File: src/verilog/compare_pkg.sv
// Package with register map, field layout, reset values and bus types of the output compare unit.
package compare_pkg;

	// Register byte addresses on the Wishbone slave.
	localparam logic [7:0] ADDR_CONTROL   = 8'h00;
	localparam logic [7:0] ADDR_FORCE     = 8'h04;
	localparam logic [7:0] ADDR_IRQ_EN    = 8'h08;
	localparam logic [7:0] ADDR_FLAGS     = 8'h0C;
	localparam logic [7:0] ADDR_CMPA_LOW  = 8'h10;
	localparam logic [7:0] ADDR_CMPA_HIGH = 8'h14;
	localparam logic [7:0] ADDR_CMPB_LOW  = 8'h18;
	localparam logic [7:0] ADDR_CMPB_HIGH = 8'h1C;
	localparam logic [7:0] ADDR_STATUS    = 8'h20;

	// Control register fields.
	localparam int MODE_LSB   = 0;
	localparam int ACTA_LSB   = 4;
	localparam int ACTB_LSB   = 6;
	localparam int CHANNELS   = 2;

	// Reset values.
	localparam logic [7:0]  CONTROL_RESET = 8'h00;
	localparam logic [15:0] COMPARE_RESET = 16'h0000;
	localparam logic [7:0]  TEMP_RESET    = 8'h00;

	// Compare output actions.
	localparam logic [1:0] ACT_NONE   = 2'h0;
	localparam logic [1:0] ACT_TOGGLE = 2'h1;
	localparam logic [1:0] ACT_CLEAR  = 2'h2;
	localparam logic [1:0] ACT_SET    = 2'h3;

	// Waveform modes with special meaning.
	localparam logic [3:0] MODE_NORMAL    = 4'h0;
	localparam logic [3:0] MODE_CTC_CMPA  = 4'h4;
	localparam logic [3:0] MODE_CTC_CAPT  = 4'hC;
	localparam logic [3:0] MODE_RESERVED  = 4'hD;
	localparam logic [3:0] MODE_PFC_CAPT  = 4'h8;
	localparam logic [3:0] MODE_PFC_CMPA  = 4'h9;
	localparam logic [3:0] MODE_PC_CMPA   = 4'hB;
	localparam logic [3:0] MODE_FAST_CMPA = 4'hF;

	typedef enum {
		WAVE_NON_PWM,
		WAVE_FAST,
		WAVE_PHASE,
		WAVE_PHASE_FREQ
	} waveClass_t;

	typedef struct packed {
		logic        cyc;
		logic        stb;
		logic        we;
		logic [7:0]  adr;
		logic [3:0]  sel;
		logic [31:0] dat;
	} wbReq_t;

	typedef struct packed {
		logic [15:0] timerCount;
		logic        timerTick;
		logic        countCeiling;
		logic        countFloor;
		logic        countingDown;
		logic        countWrite;
	} counterView_t;

endpackage

File: src/verilog/timer_output_compare_unit.sv
// Two-channel output compare unit with Wishbone register access and port pin override.
//
// What this block does
// - Each channel compares the full 16-bit count with its compare value continuously.
// - A match sets the channel's match flag on the timer tick, not earlier.
// - Enabled flags raise an interrupt request; servicing the interrupt clears the flag.
// - Software clears a match flag by writing one; writing zero leaves it.
// - Output level follows match, waveform mode and compare output action.
// - Ceiling and floor indications handle the extreme-value cases in PWM modes.
// - Channel A's compare value can serve as the counter ceiling.
// - Compare value is double buffered in the twelve PWM modes only.
// - Buffered value moves to the active register only at ceiling or floor.
// - CPU reaches the buffer when buffering, else the active register.
// - Only CPU writes and the buffer transfer change the compare value; high byte reads bypass the latch.
// - High byte write loads the latch; low byte write loads all sixteen bits.
// - Force strobe in non-PWM modes acts like a match without flag or counter effect.
// - A count write suppresses compare matches in the following timer tick.
// - Writing count equal to a variable ceiling loses that ceiling match.
// - Output level survives mode changes and resets to zero.
// - A new output action applies at the first match after the write.
// - Nonzero output action puts the level on the pin; direction stays external.
// - Output action zero leaves the output level unchanged on matches.
// - Output action has no influence on input capture.
// - Modes 4 and 12 clear the counter on match, ceiling from A or capture.
//
// The Wishbone interface to the registers and the placing of the registers were left to the implementer.
`timescale 1ns/1ps

module timer_output_compare_unit
(
	input  wire logic                          sys_clk,
	input  wire logic                          resetn,
	input  wire compare_pkg::wbReq_t           wbReq,
	output logic                               wbAck,
	output logic [31:0]                        wbDatOut,
	input  wire compare_pkg::counterView_t     counter,
	input  wire logic [1:0]                    irqServiced,
	output logic [1:0]                         irqRequest,
	output logic [15:0]                        ceilingValue,
	output logic                               ceilingFromA,
	output logic                               clearOnMatchMode,
	input  wire logic [1:0]                    portData,
	input  wire logic [1:0]                    outputPinDirection,
	output logic [1:0]                         pinOut,
	output logic [1:0]                         pinOutEn
);

	logic [7:0]                control_q;
	logic [1:0]                irqEnable_q;
	logic [1:0]                matchFlag_q;
	logic [1:0]                outputLevel_q;
	logic [7:0]                tempHigh_q;
	logic                      matchBlock_q;
	logic                      ack_q;
	logic [31:0]               rdData_q;
	logic [15:0]               activeCmp_q [2];
	logic [15:0]               bufferCmp_q [2];

	logic [3:0]                waveformModeSel;
	logic [1:0]                compareOutputAction [2];
	compare_pkg::waveClass_t   waveClass;
	logic                      buffered;
	logic                      updatePoint;
	logic                      busReq;
	logic                      busWrite;
	logic [7:0]                wrByte;
	logic [1:0]                matchRaw;
	logic [1:0]                matchHit;
	logic [1:0]                forceStrobe;
	logic [1:0]                flagClearWrite;
	logic [1:0]                lowWrite;
	logic                      highWrite;
	logic [7:0]                rdNext;

	assign waveformModeSel        = control_q[compare_pkg::MODE_LSB +: 4];
	assign compareOutputAction[0] = control_q[compare_pkg::ACTA_LSB +: 2];
	assign compareOutputAction[1] = control_q[compare_pkg::ACTB_LSB +: 2];

	// Mode classification; mode 13 is reserved and handled like the non-PWM modes.
	always_comb
	begin
		case (waveformModeSel)
			compare_pkg::MODE_NORMAL,
			compare_pkg::MODE_CTC_CMPA,
			compare_pkg::MODE_CTC_CAPT,
			compare_pkg::MODE_RESERVED:  waveClass = compare_pkg::WAVE_NON_PWM;
			4'h5, 4'h6, 4'h7, 4'hE,
			compare_pkg::MODE_FAST_CMPA: waveClass = compare_pkg::WAVE_FAST;
			compare_pkg::MODE_PFC_CAPT,
			compare_pkg::MODE_PFC_CMPA:  waveClass = compare_pkg::WAVE_PHASE_FREQ;
			default:                     waveClass = compare_pkg::WAVE_PHASE;
		endcase
	end

	assign buffered = (waveClass != compare_pkg::WAVE_NON_PWM);

	// Fast and phase correct modes update at the ceiling, phase and frequency correct at the floor.
	assign updatePoint = counter.timerTick &&
		((waveClass == compare_pkg::WAVE_PHASE_FREQ) ? counter.countFloor : counter.countCeiling);

	assign ceilingValue     = activeCmp_q[0];
	assign ceilingFromA     = (waveformModeSel == compare_pkg::MODE_CTC_CMPA)  ||
	                          (waveformModeSel == compare_pkg::MODE_FAST_CMPA) ||
	                          (waveformModeSel == compare_pkg::MODE_PFC_CMPA)  ||
	                          (waveformModeSel == compare_pkg::MODE_PC_CMPA);
	assign clearOnMatchMode = (waveformModeSel == compare_pkg::MODE_CTC_CMPA) ||
	                          (waveformModeSel == compare_pkg::MODE_CTC_CAPT);

	// Bus handshake: the request is answered one cycle after it appears, writes land on the ack edge.
	assign busReq   = wbReq.cyc && wbReq.stb;
	assign busWrite = busReq && ack_q && wbReq.we && wbReq.sel[0];
	assign wrByte   = wbReq.dat[7:0];
	assign wbAck    = ack_q;
	assign wbDatOut = rdData_q;

	always_ff @(posedge sys_clk)
	begin
		if (!resetn)
			ack_q <= 1'b0;
		else
			ack_q <= busReq && !ack_q;
	end

	// Write decode into per-register strobes.
	always_comb
	begin
		forceStrobe    = 2'b00;
		flagClearWrite = 2'b00;
		lowWrite       = 2'b00;
		highWrite      = 1'b0;
		if (busWrite)
		begin
			if (wbReq.adr == compare_pkg::ADDR_FORCE)
				forceStrobe = wrByte[1:0];
			else if (wbReq.adr == compare_pkg::ADDR_FLAGS)
				flagClearWrite = wrByte[1:0];
			else if (wbReq.adr == compare_pkg::ADDR_CMPA_LOW)
				lowWrite = 2'b01;
			else if (wbReq.adr == compare_pkg::ADDR_CMPB_LOW)
				lowWrite = 2'b10;
			else if (wbReq.adr == compare_pkg::ADDR_CMPA_HIGH || wbReq.adr == compare_pkg::ADDR_CMPB_HIGH)
				highWrite = 1'b1;
		end
	end

	always_ff @(posedge sys_clk)
	begin
		if (!resetn)
			control_q <= compare_pkg::CONTROL_RESET;
		else if (busWrite && wbReq.adr == compare_pkg::ADDR_CONTROL)
			control_q <= wrByte;
	end

	always_ff @(posedge sys_clk)
	begin
		if (!resetn)
			irqEnable_q <= 2'b00;
		else if (busWrite && wbReq.adr == compare_pkg::ADDR_IRQ_EN)
			irqEnable_q <= wrByte[1:0];
	end

	// One latch serves both channels, so high then low must not be interleaved between channels.
	always_ff @(posedge sys_clk)
	begin
		if (!resetn)
			tempHigh_q <= compare_pkg::TEMP_RESET;
		else if (highWrite)
			tempHigh_q <= wrByte;
	end

	// A count write blocks matches until the next timer tick has passed, even with the tick stopped.
	always_ff @(posedge sys_clk)
	begin
		if (!resetn)
			matchBlock_q <= 1'b0;
		else if (counter.countWrite)
			matchBlock_q <= 1'b1;
		else if (counter.timerTick)
			matchBlock_q <= 1'b0;
	end

	// Read path; high byte reads return the register itself, never the latch.
	always_comb
	begin
		rdNext = 8'h00;
		if (wbReq.adr == compare_pkg::ADDR_CONTROL)
			rdNext = control_q;
		else if (wbReq.adr == compare_pkg::ADDR_IRQ_EN)
			rdNext = {6'h00, irqEnable_q};
		else if (wbReq.adr == compare_pkg::ADDR_FLAGS)
			rdNext = {6'h00, matchFlag_q};
		else if (wbReq.adr == compare_pkg::ADDR_CMPA_LOW)
			rdNext = buffered ? bufferCmp_q[0][7:0] : activeCmp_q[0][7:0];
		else if (wbReq.adr == compare_pkg::ADDR_CMPA_HIGH)
			rdNext = buffered ? bufferCmp_q[0][15:8] : activeCmp_q[0][15:8];
		else if (wbReq.adr == compare_pkg::ADDR_CMPB_LOW)
			rdNext = buffered ? bufferCmp_q[1][7:0] : activeCmp_q[1][7:0];
		else if (wbReq.adr == compare_pkg::ADDR_CMPB_HIGH)
			rdNext = buffered ? bufferCmp_q[1][15:8] : activeCmp_q[1][15:8];
		else if (wbReq.adr == compare_pkg::ADDR_STATUS)
			rdNext = {6'h00, outputLevel_q};
	end

	always_ff @(posedge sys_clk)
	begin
		if (!resetn)
			rdData_q <= 32'h0000_0000;
		else if (busReq && !ack_q)
			rdData_q <= {24'h00_0000, rdNext};
	end

	genvar ch;
	generate
		for (ch = 0; ch < compare_pkg::CHANNELS; ch++)
		begin : gen_channel
			logic levelNext;

			assign matchRaw[ch] = (counter.timerCount == activeCmp_q[ch]);
			// A blocked tick also drops a ceiling match, so the counter runs on to its maximum.
			assign matchHit[ch] = counter.timerTick && matchRaw[ch] && !matchBlock_q;

			// Compare registers change only through the CPU or the buffer transfer.
			always_ff @(posedge sys_clk)
			begin
				if (!resetn)
					bufferCmp_q[ch] <= compare_pkg::COMPARE_RESET;
				else if (lowWrite[ch] && buffered)
					bufferCmp_q[ch] <= {tempHigh_q, wrByte};
			end

			always_ff @(posedge sys_clk)
			begin
				if (!resetn)
					activeCmp_q[ch] <= compare_pkg::COMPARE_RESET;
				else if (lowWrite[ch] && !buffered)
					activeCmp_q[ch] <= {tempHigh_q, wrByte};
				else if (buffered && updatePoint)
					activeCmp_q[ch] <= bufferCmp_q[ch];
			end

			// A new match wins over a clear arriving in the same cycle.
			always_ff @(posedge sys_clk)
			begin
				if (!resetn)
					matchFlag_q[ch] <= 1'b0;
				else if (matchHit[ch])
					matchFlag_q[ch] <= 1'b1;
				else if (flagClearWrite[ch] || (irqServiced[ch] && irqEnable_q[ch]))
					matchFlag_q[ch] <= 1'b0;
			end

			assign irqRequest[ch] = matchFlag_q[ch] && irqEnable_q[ch];

			// Waveform generator; action zero never touches the level.
			always_comb
			begin
				levelNext = outputLevel_q[ch];
				case (waveClass)
					compare_pkg::WAVE_NON_PWM:
					begin
						if (matchHit[ch] || forceStrobe[ch])
						begin
							case (compareOutputAction[ch])
								compare_pkg::ACT_TOGGLE: levelNext = !outputLevel_q[ch];
								compare_pkg::ACT_CLEAR:  levelNext = 1'b0;
								compare_pkg::ACT_SET:    levelNext = 1'b1;
								default:                 levelNext = outputLevel_q[ch];
							endcase
						end
					end
					compare_pkg::WAVE_FAST:
					begin
						// Floor sets up the period; a match at the floor still wins for a narrow pulse.
						if (counter.timerTick && counter.countFloor && compareOutputAction[ch][1])
							levelNext = !compareOutputAction[ch][0];
						if (matchHit[ch])
						begin
							if (compareOutputAction[ch][1])
								levelNext = compareOutputAction[ch][0];
							else if (compareOutputAction[ch] == compare_pkg::ACT_TOGGLE && ch == 0 &&
								waveformModeSel == compare_pkg::MODE_FAST_CMPA)
								levelNext = !outputLevel_q[ch];
						end
					end
					default:
					begin
						// Dual slope: the level set on the up slope is the inverse of the down slope.
						if (matchHit[ch])
						begin
							if (compareOutputAction[ch][1])
								levelNext = compareOutputAction[ch][0] ^ counter.countingDown;
							else if (compareOutputAction[ch] == compare_pkg::ACT_TOGGLE && ch == 0 &&
								ceilingFromA)
								levelNext = !outputLevel_q[ch];
						end
						// A compare value above the ceiling or at the floor still gives a full-width extreme.
						else if (counter.timerTick && compareOutputAction[ch][1] &&
							((counter.countCeiling && activeCmp_q[ch] > counter.timerCount) ||
							 (counter.countFloor && activeCmp_q[ch] == counter.timerCount)))
							levelNext = !compareOutputAction[ch][0] ^ counter.countFloor;
					end
				endcase
			end

			// The level keeps its value across mode changes; reset clears it to zero.
			always_ff @(posedge sys_clk)
			begin
				if (!resetn)
					outputLevel_q[ch] <= 1'b0;
				else
					outputLevel_q[ch] <= levelNext;
			end

			// Any nonzero action takes the pin from the port; direction stays with the port bit.
			assign pinOut[ch]   = (compareOutputAction[ch] != compare_pkg::ACT_NONE) ?
				outputLevel_q[ch] : portData[ch];
			assign pinOutEn[ch] = outputPinDirection[ch];
		end
	endgenerate

endmodule

File: config.mk
export PLATFORM = sky130hd
export DESIGN_NAME = timer_output_compare_unit
export DESIGN_NICKNAME = d
export VERILOG_FILES = /design/src/verilog/compare_pkg.sv /design/src/verilog/timer_output_compare_unit.sv
export SDC_FILE = /design/constraint.sdc
export NUM_CORES = 1
export LEC_CHECK = 0
export BUFFER_PORTS_ARGS = -buffer_cell sky130_fd_sc_hd__buf_2
export CORE_MARGIN = 3
export CORE_UTILIZATION = 50
export CTS_BUF_LIST = sky130_fd_sc_hd__clkbuf_16
export DETAILED_ROUTE_END_ITERATION = 16
export PLACE_DENSITY = 0.77
export REMOVE_ABC_BUFFERS = 1
export SLEW_MARGIN = 30
export SYNTH_ARGS = -nofsm -noshare
export SYNTH_HDL_FRONTEND = slang
export SYNTH_SLANG_ARGS = --single-unit
File: constraint.sdc
create_clock -name sys_clk -period 2.5 [get_ports sys_clk]
set_input_delay 0 -clock sys_clk [delete_from_list [all_inputs] [get_ports sys_clk]]
set_output_delay 0 -clock sys_clk [all_outputs]
set_load 0.02 [all_outputs]
======== After elaboration in Yosys (flattened, before gate mapping) ========
Memory sizes are Yosys's and may differ from the RTL's. A register that Yosys moved wholly into a read port is not among the register bits.
Index checks and enable logic that the tools add are counted.
operators by class
  equality and inequality tests ........... 31
  reduce and logical (&&, ||, !) cells .... 64
  $lt $le $gt $ge ......................... 2
  mux-type cells .......................... 85
  bitwise operators ....................... 10
operator list
  kind                                                              count
  16-bit 2-to-1 mux                                                 6
  8-bit 2-to-1 mux                                                  11
  16-bit == test                                                    4
  1-bit 2-to-1 mux                                                  51
  1-bit logical AND                                                 34
  32-bit by 1-bit == test with 1-bit output, second input constant  1
  32-bit by 3-bit == test with 1-bit output, second input constant  1
  8-bit by 5-bit == test with 1-bit output, second input constant   4
  16-bit greater-than comparator                                    2
  32-bit zero test                                                  1
  32-bit nonzero test                                               1
  2-bit 2-to-1 mux                                                  11
  4-bit == test, second input constant                              4
  8-bit by 4-bit == test with 1-bit output, second input constant   2
  4-bit by 2-bit != test with 1-bit output, second input constant   3
  1-bit logical OR                                                  11
  2-bit nonzero test                                                5
  2-bit == test, second input constant                              4
  8-bit by 3-bit == test with 1-bit output, second input constant   1
  8-bit by 6-bit == test with 1-bit output, second input constant   1
  8-bit zero test                                                   1
  4-bit 2-to-1 mux                                                  2
  4-bit AND reduction                                               2
  4-bit nonzero test                                                2
  9 further kinds                                                   27
word-level totals
  flip-flop bits (word level) ............. 32
  bits in read-only memories .............. 32
  word-level logic and storage cells ...... 205
  bits in writable memories ............... 64
  bits of input ports ..................... 76
  memories ................................ 3
memories
  name             depth  width  rd ports  clocked after Yosys merged registers in  write ports  line                             source
  (no name shown)  16     2      1         1                                        0            timer_output_compare_unit.sv:82  case (waveformModeSel)
  activeCmp_q      2      16     2         0                                        2            timer_output_compare_unit.sv:56  logic [15:0] activeCmp_q [2];
  bufferCmp_q      2      16     2         0                                        2            timer_output_compare_unit.sv:57  logic [15:0] bufferCmp_q [2];

======== Depth between registers and ports, before layout ========
  word-level depth ........................ 12
  mapped depth ............................ 9
  depth with buffers taken out ............ 9

======== Worst setup path after synthesis ========
OpenSTA, ideal clock, no wires.
  path type ............................... reg2reg
  start point ............................. register, netlist name waveClass[1]
  end point ............................... memory activeCmp_q[1][0] (enable)
  cell stages (with the launch flop) ...... 6
  slack ................................... -0.182 ns
  period minus slack after synthesis ...... 2.682 ns
  buffers on the path ..................... 3
  data required time ...................... 2.089 ns
  arrival ................................. 2.271 ns
  path through ............................ dfxtp_1 buf_2 or2_1 buf_2 buf_2 o21ai_0
RTL lines
  item           line
  end, declared  timer_output_compare_unit.sv:56

==> metrics.cfg <==
[outcome]
outcome = finished, violations left
failed_checks = setup timing

[layout]
final_nets = 836
antennaDiodeCount = 0
drive_gt1_share_pct = 22.0
fin_area_um2 = 7110
syn_to_final_growth_pct = 16.8
finish.utilization_pct = 61.0

[power_and_ir_drop]
seqPwrFrac_pct = 50.3
pwr-share-comb_pct = 11.2
peakVddDrop_mv = 0.284
p_per_area_nw_per_um2 = 502
intPower_mw = 2.67
leakage_nw = 3.00
netSwitchingFraction_pct = 25.2
switchingPower_mw = 0.899
clock_power_share_pct = 38.5

[synth]
synth_edf_count = 64
synthXorXnorAreaFrac_pct = 0.432
synth_top_family_by_area = simple AND/OR/NAND/NOR gates
netlist_instances = 625
netlist_area_um2 = 6090
async_flop_share_pct = 0
yosys.area_share.simple_pct = 19.0
synth-seq-cells = 98
avgSynthCellArea_um2 = 9.74
synthAdderAreaFrac_pct = 6.99
synth_cell_types = 67
yosys_warnings = 0
ys.flop_type = edfxtp_1
seq_area_frac_synth_pct = 42.8
muxShareOfSynthArea_pct = 4.62
synth_compound_area_share_pct = 18.9

[clock_network]
numCtsBuffers = 9
clock-sinks = 98
cts.path.max_buffers = 2
cts_root_buffer = clkbuf_16
htreeDepth = 3
clk_pin_slew_worst_paths_ns = 0.07
cts_tree = yes
clock_latency_ns = 0.35

[place]
globalplace.congestion = 0.949
port_buffers = 77
dpl.hpwl_um = 13100
placed_cell_area_um2 = 6720

[timing]
fin_hold_ws_ns = 0.000168
setup_violations = 1
setup_ws_ns = -0.00613
post-route-period-util_pct = 100
drv_slew = 0
rsz0062_at_grt = true
layout_min_cycle_time_ns = 2.51
tightest_slew_ns = 0.568
hold_violations = 0
fin_worst_skew_ns = 0.00898
max_freq_ghz = 0.399
relSlewSlack_pct = 62.1

[route]
num_vias = 5281
avgViaCountPerCell = 6.04
dr.pass1.iters = 5
routedWlPerCell_um = 20.2
drc = 0
drt_iter0_drc = 455
ant_nets = 0
wl_um = 17700

[worst_setup_path]
crit_required_ns = 2.72
critical_path_peak_fanout = 3
crit_type = register to register
reg2reg_depth = 8
startpoint_type = register
cp.arrival_ns = 2.73
crit_path_end_kind = register

[floorplanning]
initial_core_util_pct = 52.2
dieArea_um2 = 13500
core_area_um2 = 11700
fp.dieW_um = 116
num_rows = 39
io-pin-count = 133
die_y_um = 116

[worst_hold_path]
holdPathStages = 0
hold_path_class = input pin to output pin

[global_route]
grt_pass1_wl_um = 27300
antenna_found_initial = 0
grt_max_degree = 33
grt_overflow = 0
grt_pass1_vias = 5077
grt_usage_pct = 26.4

[job]
maxCapViolations = 0

## synth_stat cells, drive strengths merged, types with 2 or more instances
| master | count | area share (%) |
|---|---|---|
| o211a | 6 | 0.99 |
| a21oi | 47 | 4.0 |
| a22o | 32 | 4.6 |
| clkbuf | 16 | 0.99 |
| nand2b | 3 | 0.31 |
| a31oi | 8 | 0.82 |
| or2 | 3 | 0.31 |
| or4b | 3 | 0.49 |
| a2111oi | 2 | 0.39 |
| nor4b | 3 | 0.88 |
| a222oi | 2 | 0.33 |
| o211ai | 8 | 0.99 |
| o21ai | 27 | 2.3 |
| and2 | 35 | 3.6 |
| nor3 | 6 | 0.76 |
| a21o | 2 | 0.25 |
| buf | 42 | 4.6 |
| inv | 27 | 1.7 |
| edfxtp | 64 | 32 |
| a211oi | 2 | 0.25 |
| nor2 | 23 | 1.6 |
| nand2 | 72 | 4.5 |
| nor2b | 14 | 1.4 |
| a311oi | 2 | 0.29 |
| o22ai | 10 | 1.0 |
| xnor2 | 3 | 0.43 |
| a21boi | 10 | 1.2 |
| nand4 | 10 | 1.0 |
| nor4 | 4 | 1.1 |
| dfxtp | 34 | 11 |
| ha | 34 | 7.0 |
| nand3 | 26 | 2.1 |
| mux2i | 27 | 4.4 |
## stage by stage
step           total power, mW  setup slack (ns)  setup TNS, ns  instances
6_report                  3.57          -0.00613       -0.00613        874
5_1_grt                   3.67           -0.0967         -0.181        874
4_1_cts                   3.56            0.0277              0        871
3_3_place_gp              2.19             0.118              0        850
3_5_place_dp              2.20            0.0193              0        850
2_1_floorplan             2.02            -0.633         -51.58        590
## final timing paths
kind	start	slack, ns	to
min reg2reg	wbDatOut[4]	0.50	wbDatOut[4]
max reg2reg	activeCmp_q[1][7]	-0.006	outputLevel_q[1]
min	outputPinDirection[0]	0.0002	pinOutEn[0]
max	activeCmp_q[1][7]	-0.006	outputLevel_q[1]
## metal layers
| metal | vias up | wire, um | track usage [%] | part of all wire (%) |
|---|---|---|---|---|
| li1 | 2457 | - | - | - |
| met1 | 2534 | 7530 | 36.8 | 43 |
| met2 | 249 | 8380 | 42.6 | 47 |
| met3 | 41 | 1360 | 3.73 | 7.7 |
| met4 | 0 | 419 | 8.89 | 2.4 |
| met5 | - | 0 | 0 | 0 |
## critical path, cell delays in order, from the launching register on
cell and delay [ns]:
edfxtp_1 0.40, ha_1 0.34, nand4_1 0.23, buf_4 0.22, a2111oi_1 0.34, nor3_2 0.12
o221a_2 0.34, a2111oi_2 0.30, a211oi_1 0.10
## state kept, by name (all words and copies together) (netlist names), 2 cells and up
name and cells:
activeCmp_q 32, bufferCmp_q 32, control_q 8, tempHigh_q 8
wbDatOut 8, irqEnable_q 2, matchFlag_q 2, outputLevel_q 2
waveClass 2
## cell usage in the layout (no fill, tap or decap), types with 4 or more instances in the layout
cell and instances:
buf_2 77, nand2_1 70, edfxtp_1 64, a21oi_1 43, buf_4 42, and2_1 35, dfxtp_1 34, ha_1 33
a22o_1 32, inv_1 28, mux2i_1 27, nand3_1 26, conb_1 24, nor2_1 20, o21ai_0 19, nor2b_1 14
o22ai_1 10, nand4_1 10, clkbuf_16 9, o211ai_1 8, a21boi_0 8, a31oi_1 8, o21ai_1 7, o211a_1 6
dlygate4sd3_1 5, a21oi_2 4
## cells by family (layout without fill, tap and decap cells)
group / count (synthesis) / in the layout
other: 1 / 24
multiplexers: 28 / 28
buffers and inverters: 85 / 168
XOR/XNOR: 3 / 3
AO/OA/AOI/OAI: 168 / 168
adder cells (fa/ha/maj): 34 / 34
flip-flops: 98 / 98
AND/OR/NAND/NOR: 208 / 208
## power groups by stage
| stage | clock [mW] | sequential (mW) | combinational, mW |
|---|---|---|---|
| finish | 1.37 | 1.79 | 0.398 |
| global route | 1.44 | 1.80 | 0.430 |
| floorplan | 0 | 1.84 | 0.179 |
| global placement | 0 | 1.82 | 0.369 |
| CTS | 1.38 | 1.79 | 0.387 |
| detailed placement | 0 | 1.83 | 0.377 |
## what timing repair did
item	in CTS	in global routing
hold buffers	5	0
endpoints found under the setup margin	1	2
cloned	0	0
pin swaps	0	6
endpoints found under the hold margin	5	0
gates resized for setup	1	5
setup buffers	0	3
## area by class of cell
type / count / area (um2)
fill: 960 / 4550
clock buffer: 9 / 225
inverter: 27 / 101
timing repair buffer: 125 / 771
multi-input combinational: 465 / 3170
sequential: 98 / 2600
tap: 143 / 179
clock inverter: 7 / 61.3
(Power assumes the default switching activity.)
